## src/hw/bbc_pkg.sv

```systemverilog
// package of constants and types for the backlight and bias control register bank
// Operation
// burst write stores each data byte at the next higher register address
// writing one to bit 7 of register 0x08 starts a software reset
// software reset returns every register to its default value
// after restoring, the device clears the reset bit itself
// read-only identification register at 0x01 holds vendor and revision fields
// string lights only when its enable and master enable are both set
// over-voltage threshold field at 0x02, default meaning 21 V
// register 0x11 holds minimum inductor and current limit fields
// burst read returns consecutive registers from a start address
// reset bit reads one while a software reset is in progress
package bbc_pkg;
    localparam logic [7:0] ADDR_IDENT = 8'h01;
    localparam logic [7:0] ADDR_OVP = 8'h02;
    localparam logic [7:0] ADDR_ENABLE = 8'h08;
    localparam logic [7:0] ADDR_INDUCTOR = 8'h11;
    // enable register fields
    localparam int SWR_BIT = 7;
    localparam int MASTER_BIT = 4;
    localparam int STRING_LSB = 0;
    localparam int NUM_STRINGS = 4;
    // inductor register fields
    localparam int LMIN_LSB = 0;
    localparam int OCP_LSB = 4;
    // reset values; ovp default code stands for the 21 V threshold
    localparam logic [7:0] OVP_RESET = 8'h01;
    localparam logic [7:0] ENABLE_RESET = 8'h00;
    localparam logic [7:0] INDUCTOR_RESET = 8'h00;
    // identity values are arbitrary
    localparam logic [3:0] VENDOR_CODE = 4'h5;
    localparam logic [3:0] REVISION_CODE = 4'h3;
    localparam logic [7:0] READ_UNMAPPED = 8'h00;
    // cycles the software reset stays visible
    localparam int SWR_CYCLES = 2;

    typedef struct packed {
        logic wr;
        logic rd;
        logic [7:0] addr;
        logic [7:0] wdata;
    } bbc_req_t;

    typedef struct packed {
        logic [NUM_STRINGS-1:0] string_on;
        logic [7:0] ovp_level;
        logic [3:0] lmin_sel;
        logic [3:0] ocp_sel;
    } bbc_ctrl_t;
endpackage : bbc_pkg

```

## src/hw/bbc_addr_ptr.sv

```systemverilog
// auto-advancing register address pointer used for burst access
`timescale 1ns/100ps
module bbc_addr_ptr #(
    parameter int AW = 8
) (
    input wire logic sys_clk,
    input wire logic rst_n,
    input wire logic load,
    input wire logic [AW-1:0] load_addr,
    input wire logic step,
    output logic [AW-1:0] addr
);
    // elaboration check: the pointer must reach every register of the map
    if (AW < 5) begin : g_bad_aw
        $error("address width too small for the map");
    end

    // load wins over step so a fresh start address is never skipped
    always_ff @(posedge sys_clk) begin
        if (!rst_n) begin
            addr <= '0;
        end else if (load) begin
            addr <= load_addr;
        end else if (step) begin
            addr <= addr + AW'(1);
        end
    end
endmodule : bbc_addr_ptr

```

## src/hw/bbc_regs.sv

```systemverilog
// register bank of the backlight driver, reached by byte requests from the serial slave
`timescale 1ns/100ps
module bbc_regs (
    input wire logic sys_clk,
    input wire logic rst_n,
    input wire logic start,
    input wire logic [7:0] start_addr,
    input wire bbc_pkg::bbc_req_t req,
    output logic [7:0] rdata,
    output logic rvalid,
    output logic [7:0] cur_addr,
    output logic swr_busy,
    output bbc_pkg::bbc_ctrl_t ctrl
);
    typedef enum logic [1:0] {
        BBC_IDLE = 2'b01,
        BBC_SWR = 2'b10
    } bbc_state_t;

    bbc_state_t state;
    logic [7:0] ovp;
    logic [7:0] enable;
    logic [7:0] inductor;
    logic [1:0] swr_cnt;
    logic swr_hit;
    logic [7:0] next_rdata;

    ////////////////////////////////////////////////////////////////////////////
    // elaboration checks: the reset length must fit the two bit counter and the field layout must fit one byte
    if (bbc_pkg::SWR_CYCLES < 1 || bbc_pkg::SWR_CYCLES > 4) begin : g_bad_swr_len
        $error("software reset length does not fit the two bit counter");
    end
    if (bbc_pkg::STRING_LSB + bbc_pkg::NUM_STRINGS > bbc_pkg::MASTER_BIT) begin : g_bad_strings
        $error("string enables overlap the master enable");
    end
    if (bbc_pkg::MASTER_BIT >= bbc_pkg::SWR_BIT) begin : g_bad_master
        $error("master enable overlaps the reset bit");
    end
    if (bbc_pkg::LMIN_LSB + 4 > bbc_pkg::OCP_LSB || bbc_pkg::OCP_LSB + 4 > 8) begin : g_bad_ind
        $error("inductor and current limit fields overlap or overflow");
    end

    ////////////////////////////////////////////////////////////////////////////
    // burst address advance, each byte moves to the next register
    bbc_addr_ptr #(.AW(8)) u_ptr (
        .sys_clk(sys_clk),
        .rst_n(rst_n),
        .load(start),
        .load_addr(start_addr),
        .step(req.wr | req.rd),
        .addr(cur_addr)
    );

    // reset command detect
    assign swr_hit = req.wr && !start && cur_addr == bbc_pkg::ADDR_ENABLE
        && req.wdata[bbc_pkg::SWR_BIT];

    ////////////////////////////////////////////////////////////////////////////
    // self-clearing reset sequencer
    always_ff @(posedge sys_clk) begin
        if (!rst_n) begin
            state <= BBC_IDLE;
            swr_cnt <= '0;
        end else begin
            unique case (state)
                BBC_IDLE: begin
                    if (swr_hit) begin
                        state <= BBC_SWR;
                        swr_cnt <= 2'(bbc_pkg::SWR_CYCLES - 1);
                    end
                end
                BBC_SWR: begin
                    if (swr_cnt == '0) state <= BBC_IDLE;
                    else swr_cnt <= swr_cnt - 2'(1);
                end
                default: state <= BBC_IDLE;
            endcase
        end
    end

    // busy is a plain decode of the one-hot state, so it needs no extra flop
    assign swr_busy = (state == BBC_SWR);

    // helper count of busy cycles, lets the length be checked for any setting
    logic [2:0] busy_run;
    always_ff @(posedge sys_clk) begin
        if (!rst_n || !swr_busy) begin
            busy_run <= '0;
        end else begin
            busy_run <= busy_run + 3'(1);
        end
    end

    ////////////////////////////////////////////////////////////////////////////
    // defaults restored while reset runs; writes then are ignored
    always_ff @(posedge sys_clk) begin
        if (!rst_n || swr_hit || swr_busy) begin
            ovp <= bbc_pkg::OVP_RESET;
            enable <= bbc_pkg::ENABLE_RESET;
            inductor <= bbc_pkg::INDUCTOR_RESET;
        end else if (req.wr && !start) begin
            // writable fields
            unique case (cur_addr)
                bbc_pkg::ADDR_OVP: ovp <= req.wdata;
                bbc_pkg::ADDR_ENABLE: enable <= {1'b0, req.wdata[6:0]};
                bbc_pkg::ADDR_INDUCTOR: inductor <= req.wdata;
                default: ;
            endcase
        end
    end

    ////////////////////////////////////////////////////////////////////////////
    // read mux over consecutive addresses
    always_comb begin
        next_rdata = bbc_pkg::READ_UNMAPPED;
        unique case (cur_addr)
            // fixed identity, writes have no effect
            bbc_pkg::ADDR_IDENT: next_rdata = {bbc_pkg::VENDOR_CODE, bbc_pkg::REVISION_CODE};
            bbc_pkg::ADDR_OVP: next_rdata = ovp;
            // reset bit reads one while busy
            bbc_pkg::ADDR_ENABLE: next_rdata = {swr_busy, enable[6:0]};
            bbc_pkg::ADDR_INDUCTOR: next_rdata = inductor;
            default: next_rdata = bbc_pkg::READ_UNMAPPED;
        endcase
    end

    // registered read data, held until the next read so a slow host can take it
    always_ff @(posedge sys_clk) begin
        if (!rst_n) begin
            rdata <= '0;
            rvalid <= 1'b0;
        end else begin
            rvalid <= req.rd && !start;
            if (req.rd && !start) rdata <= next_rdata;
        end
    end

    ////////////////////////////////////////////////////////////////////////////
    // string outputs gated by master enable
    always_ff @(posedge sys_clk) begin
        if (!rst_n) begin
            ctrl <= '0;
        end else begin
            ctrl.string_on <= enable[bbc_pkg::STRING_LSB +: bbc_pkg::NUM_STRINGS]
                & {bbc_pkg::NUM_STRINGS{enable[bbc_pkg::MASTER_BIT]}};
            ctrl.ovp_level <= ovp;
            ctrl.lmin_sel <= inductor[bbc_pkg::LMIN_LSB +: 4];
            ctrl.ocp_sel <= inductor[bbc_pkg::OCP_LSB +: 4];
        end
    end

    ////////////////////////////////////////////////////////////////////////////
    chk_swr_sets_busy: assert property (@(posedge sys_clk) disable iff (!rst_n)
        swr_hit |=> swr_busy) else $error("reset command did not start reset");
    chk_swr_clears: assert property (@(posedge sys_clk) disable iff (!rst_n)
        swr_hit |=> swr_busy ##1 swr_busy ##1 !swr_busy) else $error("reset bit stuck");
    chk_swr_defaults: assert property (@(posedge sys_clk) disable iff (!rst_n)
        swr_hit |=> ovp == bbc_pkg::OVP_RESET && enable == bbc_pkg::ENABLE_RESET
        && inductor == bbc_pkg::INDUCTOR_RESET) else $error("defaults not restored");
    chk_ident_read: assert property (@(posedge sys_clk) disable iff (!rst_n)
        req.rd && !start && cur_addr == bbc_pkg::ADDR_IDENT |=>
        rvalid && rdata == {bbc_pkg::VENDOR_CODE, bbc_pkg::REVISION_CODE})
        else $error("identity read wrong");
    chk_string_gate: assert property (@(posedge sys_clk) disable iff (!rst_n)
        !enable[bbc_pkg::MASTER_BIT] |=> ctrl.string_on == '0)
        else $error("string on without master enable");
    chk_burst_step: assert property (@(posedge sys_clk) disable iff (!rst_n)
        req.wr && !start |=> cur_addr == $past(cur_addr) + 8'h01)
        else $error("burst address did not advance");
    chk_ovp_write: assert property (@(posedge sys_clk) disable iff (!rst_n)
        req.wr && !start && !swr_busy && cur_addr == bbc_pkg::ADDR_OVP |=> ##1
        ctrl.ovp_level == $past(req.wdata, 2)) else $error("ovp write lost");
    chk_busy_read: assert property (@(posedge sys_clk) disable iff (!rst_n)
        req.rd && !start && swr_busy && cur_addr == bbc_pkg::ADDR_ENABLE |=>
        rdata[bbc_pkg::SWR_BIT]) else $error("reset bit not visible");

    ////////////////////////////////////////////////////////////////////////////
    // pointer and read path checks
    // a start strobe loads the pointer whatever else is requested
    chk_start_load: assert property (@(posedge sys_clk) disable iff (!rst_n)
        start |=> cur_addr == $past(start_addr)) else $error("start address not loaded");
    // a read steps the pointer like a write does
    chk_read_step: assert property (@(posedge sys_clk) disable iff (!rst_n)
        req.rd && !start |=> cur_addr == $past(cur_addr) + 8'h01)
        else $error("burst read address did not advance");
    // the read strobe comes exactly one cycle after each read request
    chk_read_valid: assert property (@(posedge sys_clk) disable iff (!rst_n)
        req.rd && !start |=> rvalid) else $error("read strobe missing");
    chk_no_stray_valid: assert property (@(posedge sys_clk) disable iff (!rst_n)
        !(req.rd && !start) |=> !rvalid) else $error("read strobe without request");
    // read data stands until the next read
    chk_rdata_hold: assert property (@(posedge sys_clk) disable iff (!rst_n)
        !(req.rd && !start) |=> $stable(rdata)) else $error("read data changed without read");
    // places without a register read as the unmapped value
    chk_unmapped_read: assert property (@(posedge sys_clk) disable iff (!rst_n)
        req.rd && !start && cur_addr != bbc_pkg::ADDR_IDENT && cur_addr != bbc_pkg::ADDR_OVP
        && cur_addr != bbc_pkg::ADDR_ENABLE && cur_addr != bbc_pkg::ADDR_INDUCTOR
        |=> rdata == bbc_pkg::READ_UNMAPPED) else $error("unmapped read not zero");

    ////////////////////////////////////////////////////////////////////////////
    // reset and output stage checks
    // writes that land while the reset runs are dropped
    chk_swr_blocks_write: assert property (@(posedge sys_clk) disable iff (!rst_n)
        swr_busy |=> ovp == bbc_pkg::OVP_RESET && enable == bbc_pkg::ENABLE_RESET
        && inductor == bbc_pkg::INDUCTOR_RESET) else $error("write landed during reset");
    // busy lasts exactly the programmed number of cycles
    chk_busy_length: assert property (@(posedge sys_clk) disable iff (!rst_n)
        swr_busy |-> busy_run < 3'(bbc_pkg::SWR_CYCLES)) else $error("reset runs too long");
    chk_busy_full: assert property (@(posedge sys_clk) disable iff (!rst_n)
        $fell(swr_busy) |-> busy_run == 3'(bbc_pkg::SWR_CYCLES)) else $error("reset ended early");
    // with the master enable set each string follows its own bit
    chk_string_follow: assert property (@(posedge sys_clk) disable iff (!rst_n)
        enable[bbc_pkg::MASTER_BIT] |=>
        ctrl.string_on == $past(enable[bbc_pkg::STRING_LSB +: bbc_pkg::NUM_STRINGS]))
        else $error("string output does not follow its enable");
    // both inductor fields reach the outputs two cycles after the write
    chk_inductor_write: assert property (@(posedge sys_clk) disable iff (!rst_n)
        req.wr && !start && !swr_busy && cur_addr == bbc_pkg::ADDR_INDUCTOR |=> ##1
        {ctrl.ocp_sel, ctrl.lmin_sel} == $past(req.wdata, 2))
        else $error("inductor write lost");
    // an enable write keeps the low seven bits and never stores the reset bit
    chk_enable_write: assert property (@(posedge sys_clk) disable iff (!rst_n)
        req.wr && !start && !swr_busy && !swr_hit && cur_addr == bbc_pkg::ADDR_ENABLE |=>
        enable == {1'b0, $past(req.wdata[6:0])}) else $error("enable write lost");
endmodule : bbc_regs

```

## config.mk

```make
export PLATFORM = sky130hd
export DESIGN_NAME = bbc_regs
export DESIGN_NICKNAME = d
export VERILOG_FILES = /design/src/hw/bbc_pkg.sv /design/src/hw/bbc_addr_ptr.sv /design/src/hw/bbc_regs.sv
export SDC_FILE = /design/constraint.sdc
export NUM_CORES = 1
export LEC_CHECK = 0
export ABC_AREA = 1
export BUFFER_PORTS_ARGS = -buffer_cell sky130_fd_sc_hd__buf_2
export CORE_ASPECT_RATIO = 1.1
export CORE_MARGIN = 2
export CORE_UTILIZATION = 55
export CTS_BUF_LIST = sky130_fd_sc_hd__clkbuf_8
export CTS_CLUSTER_DIAMETER = 80
export DETAILED_ROUTE_END_ITERATION = 8
export GPL_TIMING_DRIVEN = 0
export PLACE_DENSITY = 0.8
export SETUP_SLACK_MARGIN = 0.2
export SLEW_MARGIN = 0
export SYNTH_ARGS = -nofsm -noshare
export SYNTH_HDL_FRONTEND = slang
export SYNTH_HIERARCHICAL = 1
export SYNTH_SLANG_ARGS = --single-unit
```

## constraint.sdc

```tcl
create_clock -name sys_clk -period 2.07 [get_ports sys_clk]
set_clock_uncertainty 0.15 [all_clocks]
set_input_delay 0.3105 -clock sys_clk [delete_from_list [all_inputs] [get_ports sys_clk]]
set_output_delay 0.3105 -clock sys_clk [all_outputs]
set_load 0.02 [all_outputs]
```

# [Yosys cells after proc, flatten, opt, wreduce, memory -nomap -nowiden]
# Cells that the tools add are included.
[totals] output_inout_bits=38 in_bits=29 ff_bits=64 word_cells=50
[op_classes] n_reduce_logical=16 bitwise_logic=2 n_addsub=2 n_eq_ne=9 muxes=9
[ops] cell="$pmux 8 s4" n=1
[ops] cell="$mux 8" n=2
[ops] cell="$add 8x1->8 const B" n=1
[ops] cell="$eq 8x1->1 const B" n=1
[ops] cell="$eq 8x2->1 const B" n=1
[ops] cell="$eq 8x4->1 const B" n=1
[ops] cell="$eq 8x5->1 const B" n=1
[ops] cell="$mux 2" n=4
[ops] cell="$pmux 2 s2" n=2
[ops] cell="$reduce_and 2->1" n=4
[ops] cell="$and 4x4->4" n=1
[ops] cell="$logic_and 1x1->1" n=4
[ops] cell="$ne 2x2->1 const B" n=2
[ops] cell="$reduce_bool 2->1" n=2
[ops] cell="$reduce_and 3->1" n=1
[ops] cell="$eq 2x1->1 const B" n=1
[ops] cell="$eq 2x2->1 const B" n=1
[ops] cell="$logic_not 1->1" n=2
[ops] cell="$logic_not 2->1" n=1
[ops] cell="$logic_or 1x1->1" n=2
[ops] cell="$ne 2x1->1 const B" n=1
[ops] cell="$sub 2x1->2 const B" n=1
[ops] cell="$or 1x1->1" n=1

# [Logic depth before layout (Yosys ltp)]
[logic_depth] word_depth=6 mapped_depth=9 mapped_depth_nobuf=8

# [Cells and area by module]
# The synthesis kept the hierarchy.
[modules_own_cells] mod="bbc_regs" area_per_inst_um2=2364.8 seq_area_each_um2=1121.1 instances=1 cells_each=300
[modules_own_cells] mod="bbc_addr_ptr" area_per_inst_um2=489.2 seq_area_each_um2=160.2 instances=1 cells_each=70

# [Worst setup path before layout]
# Ideal clock, no wire load.
[synth_timing] kind="register to register" start="register u_ptr.addr[3]" end="register ovp[1]" path_slack_ns=0.348 period_less_slack_ns=1.722 n_path_buf=1 setup_time_ns=0.114 required_ns=1.806 stages_incl_launch_ff=9 arrival_ns=1.457 cell_sequence="dfxtp_1 -> nand3_1 -> nor2_8 -> nand2_4 -> clkinv_4 -> nand2_4 -> nand2_4 -> buf_12 -> a21oi_2"
[synth_between] elab_chain_cells=5 word_cells_on_any_way=7 classes_between="eq/ne (2); reduce/logical (5)"
[synth_rtl] item="start: declaration" line_no="bbc_addr_ptr.sv:11" rtl="output logic [AW-1:0] addr"
[synth_rtl] item="start signal: assignment" line_no="bbc_addr_ptr.sv:23" rtl="addr <= load_addr;"
[synth_rtl] item="start signal: assignment" line_no="bbc_addr_ptr.sv:25" rtl="addr <= addr + AW'(1);"
[synth_rtl] item="$eq 8x4->1" line_no="bbc_regs.sv:55" rtl="assign swr_hit = req.wr && !start && cur_addr == bbc_pkg::ADDR_ENABLE"
[synth_rtl] item="$logic_and 1x1->1" line_no="bbc_regs.sv:55"
[synth_rtl] item="$logic_and 1x1->1" line_no="bbc_regs.sv:56" rtl="&& req.wdata[bbc_pkg::SWR_BIT];"
[synth_rtl] item="$logic_or 1x1->1 (2 in series)" line_no="bbc_regs.sv:97" rtl="if (!rst_n || swr_hit || swr_busy) begin"
[synth_rtl] item="end signal: assignment" line_no="bbc_regs.sv:98" rtl="ovp <= bbc_pkg::OVP_RESET;"
[synth_rtl] item="end signal: assignment" line_no="bbc_regs.sv:104" rtl="bbc_pkg::ADDR_OVP: ovp <= req.wdata;"
[synth_rtl] item="end: declaration" line_no="bbc_regs.sv:21" rtl="logic [7:0] ovp;"
# Several ways; a longest one is shown, not always the timed one.
# A chain may end at the register's enable or synchronous reset.

# [Worst setup path after layout]
[layout_timing] start="register u_ptr.addr[4]" end="register inductor[1]"
[layout_between] elab_chain_cells=5 word_cells_on_any_way=7 classes_between="eq/ne (2); reduce/logical (5)"
[layout_rtl] item="$eq 8x4->1" line_no="bbc_regs.sv:55"
[layout_rtl] item="$logic_and 1x1->1" line_no="bbc_regs.sv:55"
[layout_rtl] item="$logic_and 1x1->1" line_no="bbc_regs.sv:56"
[layout_rtl] item="$logic_or 1x1->1 (2 in series)" line_no="bbc_regs.sv:97"
[layout_rtl] item="end signal: assignment" line_no="bbc_regs.sv:100" rtl="inductor <= bbc_pkg::INDUCTOR_RESET;"
[layout_rtl] item="end signal: assignment" line_no="bbc_regs.sv:106" rtl="bbc_pkg::ADDR_INDUCTOR: inductor <= req.wdata;"
[layout_rtl] item="end: declaration" line_no="bbc_regs.sv:23" rtl="logic [7:0] inductor;"
# Several ways; a longest one is shown, not always the timed one.

==> impl_metrics.xml <==
<?xml version="1.0" encoding="UTF-8"?>
<metrics>
  <group name="run_status">
    <metric name="run_status" unit="">finished, final reports clean</metric>
  </group>
  <group name="global_routing">
    <metric name="first_global_vias" unit="">2352</metric>
    <metric name="maximum_number_of_pins_on_one_net_before_global_route_repair" unit="">13</metric>
    <metric name="grt.total_usage" unit="%">23.4</metric>
    <metric name="grt_antenna_before_repair" unit="">0</metric>
    <metric name="grt_pass1_wl" unit="µm">10500</metric>
    <metric name="grt_overflow_total" unit="">0</metric>
  </group>
  <group name="yosys">
    <metric name="ys_types" unit="">32</metric>
    <metric name="synth_top_area_share" unit="%">44.9</metric>
    <metric name="synth-edff-count" unit="">0</metric>
    <metric name="syn_inst" unit="">370</metric>
    <metric name="syn_avg_cell_area" unit="µm²">7.71</metric>
    <metric name="synth.most_common_cell" unit="">sky130_fd_sc_hd__nand2_1</metric>
    <metric name="synth.yosys.warnings" unit="">6</metric>
    <metric name="synthArstFlopShare" unit="%">0</metric>
    <metric name="netlist_top_cells_count" unit="">sky130_fd_sc_hd__nand2_1, sky130_fd_sc_hd__dfxtp_1, sky130_fd_sc_hd__inv_1, sky130_fd_sc_hd__nand3_1, sky130_fd_sc_hd__a21oi_2</metric>
    <metric name="yosys.area.top_type" unit="">sky130_fd_sc_hd__dfxtp_1</metric>
    <metric name="mappedNetlistNets" unit="">401</metric>
    <metric name="yosys_register_bits" unit="">64</metric>
    <metric name="ys.flop_type" unit="">sky130_fd_sc_hd__dfxtp_1</metric>
    <metric name="synth_seq_area_share" unit="%">44.9</metric>
    <metric name="synth.cell_area" unit="µm²">2850</metric>
    <metric name="ys_top_cells_by_area" unit="">sky130_fd_sc_hd__dfxtp_1, sky130_fd_sc_hd__nand2_1, sky130_fd_sc_hd__a21oi_2</metric>
  </group>
  <group name="finish">
    <metric name="design_area" unit="µm²">3440</metric>
    <metric name="fillerInstances" unit="">420</metric>
    <metric name="antennaDiodeCount" unit="">0</metric>
    <metric name="drive_gt1_share" unit="%">31.2</metric>
    <metric name="area_delta_synth_final" unit="%">20.7</metric>
    <metric name="multi_input_comb_area" unit="µm²">1330</metric>
    <metric name="register_area" unit="µm²">1280</metric>
    <metric name="utilization" unit="%">68.9</metric>
    <metric name="num-nets-final" unit="">471</metric>
  </group>
  <group name="place">
    <metric name="placement.io_buffers" unit="">58</metric>
    <metric name="gp_routability_congestion" unit="">0.853</metric>
    <metric name="post_dp_cell_area" unit="µm²">3220</metric>
    <metric name="dpl.hpwl" unit="µm">4440</metric>
  </group>
  <group name="routing">
    <metric name="route.detailed.vias_per_inst" unit="">5.12</metric>
    <metric name="number_of_design_rule_violations_left_after_detail_routing" unit="">0</metric>
    <metric name="drt_pass1_iterations" unit="">6</metric>
    <metric name="routed_length_on_met2" unit="µm">2810</metric>
    <metric name="wl_per_cell" unit="µm">12.3</metric>
    <metric name="drt-met1-wl" unit="µm">2900</metric>
    <metric name="drt_iter0_drc" unit="">141</metric>
    <metric name="dr_wl_met3" unit="µm">322</metric>
    <metric name="ant_nets" unit="">0</metric>
    <metric name="dr_vias" unit="">2576</metric>
    <metric name="wirelength" unit="µm">6200</metric>
    <metric name="maxUsedRoutingLayer" unit="">met4</metric>
  </group>
  <group name="timing">
    <metric name="timing.final.setup_violations" unit="">0</metric>
    <metric name="final.setup.tns" unit="ns">0</metric>
    <metric name="unrepaired_setup_endpoints_after_global_routing" unit="">no</metric>
    <metric name="tightest_slew_margin_relative_to_the_limit" unit="%">57.2</metric>
    <metric name="crit_share_post_route" unit="%">83.9</metric>
    <metric name="fmax" unit="GHz">0.576</metric>
    <metric name="timing.final.hold_violations" unit="">0</metric>
    <metric name="tightestPinTransition" unit="ns">0.640</metric>
    <metric name="finalCriticalPeriod" unit="ns">1.74</metric>
    <metric name="drv_slew" unit="">0</metric>
  </group>
  <group name="power_and_ir_drop">
    <metric name="total_power" unit="mW">2.60</metric>
    <metric name="power_density" unit="nW/µm²">755</metric>
    <metric name="leakagePower" unit="nW">1.60</metric>
    <metric name="vdd_drop_max" unit="µV">478</metric>
  </group>
  <group name="critical_path">
    <metric name="critical-path-max-stage-delay" unit="ns">0.52</metric>
    <metric name="setup.worst_path.class" unit="">reg -&gt; reg</metric>
    <metric name="worst-endpoint-required" unit="ns">2.18</metric>
    <metric name="bufs_and_invs_on_worst_path" unit="">1</metric>
    <metric name="timing.critical_path.to_type" unit="">flop</metric>
    <metric name="crit_path_frequent_cell" unit="">sky130_fd_sc_hd__nand2_1</metric>
    <metric name="crit_fanout" unit="">9</metric>
    <metric name="worstPathArrival" unit="ns">1.85</metric>
    <metric name="reg2reg_slack" unit="ns">0.33</metric>
    <metric name="crit_chain" unit="">nand2_1, nor2_4, nand3_4, inv_2, nand2_1, a21oi_1</metric>
    <metric name="timing.critical_path.from_type" unit="">flop</metric>
    <metric name="critical-path-slowest-cell" unit="">sky130_fd_sc_hd__dfxtp_1</metric>
    <metric name="worst_path_dominant_cell_family" unit="">simple AND/OR/NAND/NOR gates</metric>
  </group>
  <group name="floorplan">
    <metric name="floorplan.initialDensity" unit="%">57.1</metric>
    <metric name="die_footprint" unit="µm²">5780</metric>
    <metric name="io-pin-count" unit="">67</metric>
    <metric name="dieHeight" unit="µm">79.6</metric>
    <metric name="die_w" unit="µm">72.7</metric>
    <metric name="core.rowCount" unit="">27</metric>
    <metric name="floorplan.core_area" unit="µm²">5000</metric>
  </group>
  <group name="min_path">
    <metric name="hp-class" unit="">in -&gt; reg</metric>
  </group>
  <group name="clock_network">
    <metric name="cts-buffers-inserted" unit="">9</metric>
    <metric name="cts_root_buffer" unit="">sky130_fd_sc_hd__clkbuf_8</metric>
    <metric name="cts_sinks" unit="">64</metric>
    <metric name="max-clock-path-buffers" unit="">2</metric>
    <metric name="cts_tree" unit="">done</metric>
    <metric name="clk_pin_slew" unit="ns">0.07</metric>
    <metric name="clock_tree.htree_level_count" unit="">3</metric>
    <metric name="cts_hold_buffers" unit="">0</metric>
    <metric name="worstSkewPairLatency" unit="ns">0.34</metric>
  </group>
  <group name="run">
    <metric name="drv_cap" unit="">0</metric>
  </group>
</metrics>
==> worst min-delay path: cells and delay by family <==
family                 cells  cell delay [ns]
buffers and inverters      2             0.16
AND/OR/NAND/NOR            1             0.06
==> layout by cell type (no fill, tap or decap), types with 2 or more instances in the layout <==
cell,n
sky130_fd_sc_hd__clkbuf_8,10
sky130_fd_sc_hd__nand3_2,2
sky130_fd_sc_hd__dfxtp_2,2
sky130_fd_sc_hd__nand2_4,3
sky130_fd_sc_hd__a22oi_1,4
sky130_fd_sc_hd__clkinv_4,2
sky130_fd_sc_hd__nand3_1,29
sky130_fd_sc_hd__ha_1,2
sky130_fd_sc_hd__o21bai_1,2
sky130_fd_sc_hd__nor2_2,5
sky130_fd_sc_hd__nor2_4,5
sky130_fd_sc_hd__nand2_2,2
sky130_fd_sc_hd__dfxtp_1,62
sky130_fd_sc_hd__nor2_1,19
sky130_fd_sc_hd__o21ai_0,2
sky130_fd_sc_hd__nand3_4,3
sky130_fd_sc_hd__a21oi_2,21
sky130_fd_sc_hd__buf_12,2
sky130_fd_sc_hd__inv_2,13
sky130_fd_sc_hd__nand2_1,122
sky130_fd_sc_hd__o21ai_1,2
sky130_fd_sc_hd__nand4_1,5
sky130_fd_sc_hd__a21oi_1,16
sky130_fd_sc_hd__clkinvlp_4,2
sky130_fd_sc_hd__buf_2,60
sky130_fd_sc_hd__inv_1,35
==> cell families after synthesis <==
kind of cell | after synthesis | synth area share, %
xor gates and xnor gates | 1 | 0.307
AOI/OAI and AO/OA | 48 | 11.8
adders and majority gates | 2 | 0.877
DFF | 64 | 44.9
and+or+nand+nor | 199 | 33.1
buffers and inverters | 56 | 9.03
==> power by group <==
group	total [mW]	switching, mW	leakage (nW)	internal [mW]
logic	0.241	0.160	0.981	0.0817
registers	1.28	0.0279	0.519	1.25
clock network	1.08	0.492	0.0989	0.592
==> registers in the layout, indices dropped and copies added (netlist names) <==
name and flops:
ctrl 20, enable 7, inductor 8, ovp 8
rdata 8, rvalid 1, state 2, swr_cnt 2
u_ptr/addr 8
==> worst paths after layout <==
path	from	to	cells after the start
max	u_ptr/addr[4]$_SDFFE_PN0P_	inductor[1]$_SDFFE_PP0P_	6
min	rst_n	u_ptr/addr[0]$_SDFFE_PN0P_	3
max reg2reg	u_ptr/addr[4]$_SDFFE_PN0P_	inductor[1]$_SDFFE_PP0P_	6
min reg2reg	inductor[1]$_SDFFE_PP0P_	ctrl[5]$_SDFF_PN0_	2
==> stage by stage <==
step	instances	hold slack, ns	setup WS [ns]
2_1_floorplan	370	0.258	0.348
3_3_place_gp	486	0.289	0.295
3_5_place_dp	486	0.288	0.271
4_1_cts	502	0.0701	0.253
5_1_grt	503	0.0848	0.176
6_report	503	0.0742	0.333
==> routing by layer <==
metal	GRT usage [%]	vias to the layer above
li1	-	1313
met1	31.7	1154
met2	35.2	93
met3	4.17	16
met4	12.8	0
met5	0	-
==> area by class of cell <==
class	instances	area share (%)
buffer	7	2.00
clock buffer	10	4.00
clock inverter	6	1.96
inverter	49	5.48
multi-input combinational	250	38.5
sequential	64	37.3
tap	58	2.11
timing repair buffer	59	8.65
==> repair_timing <==
action	CTS	global route
setup endpoints to repair	0	23
gates resized for setup	0	4
buffers inserted	0	1
Power figures use the tool's default switching activity.
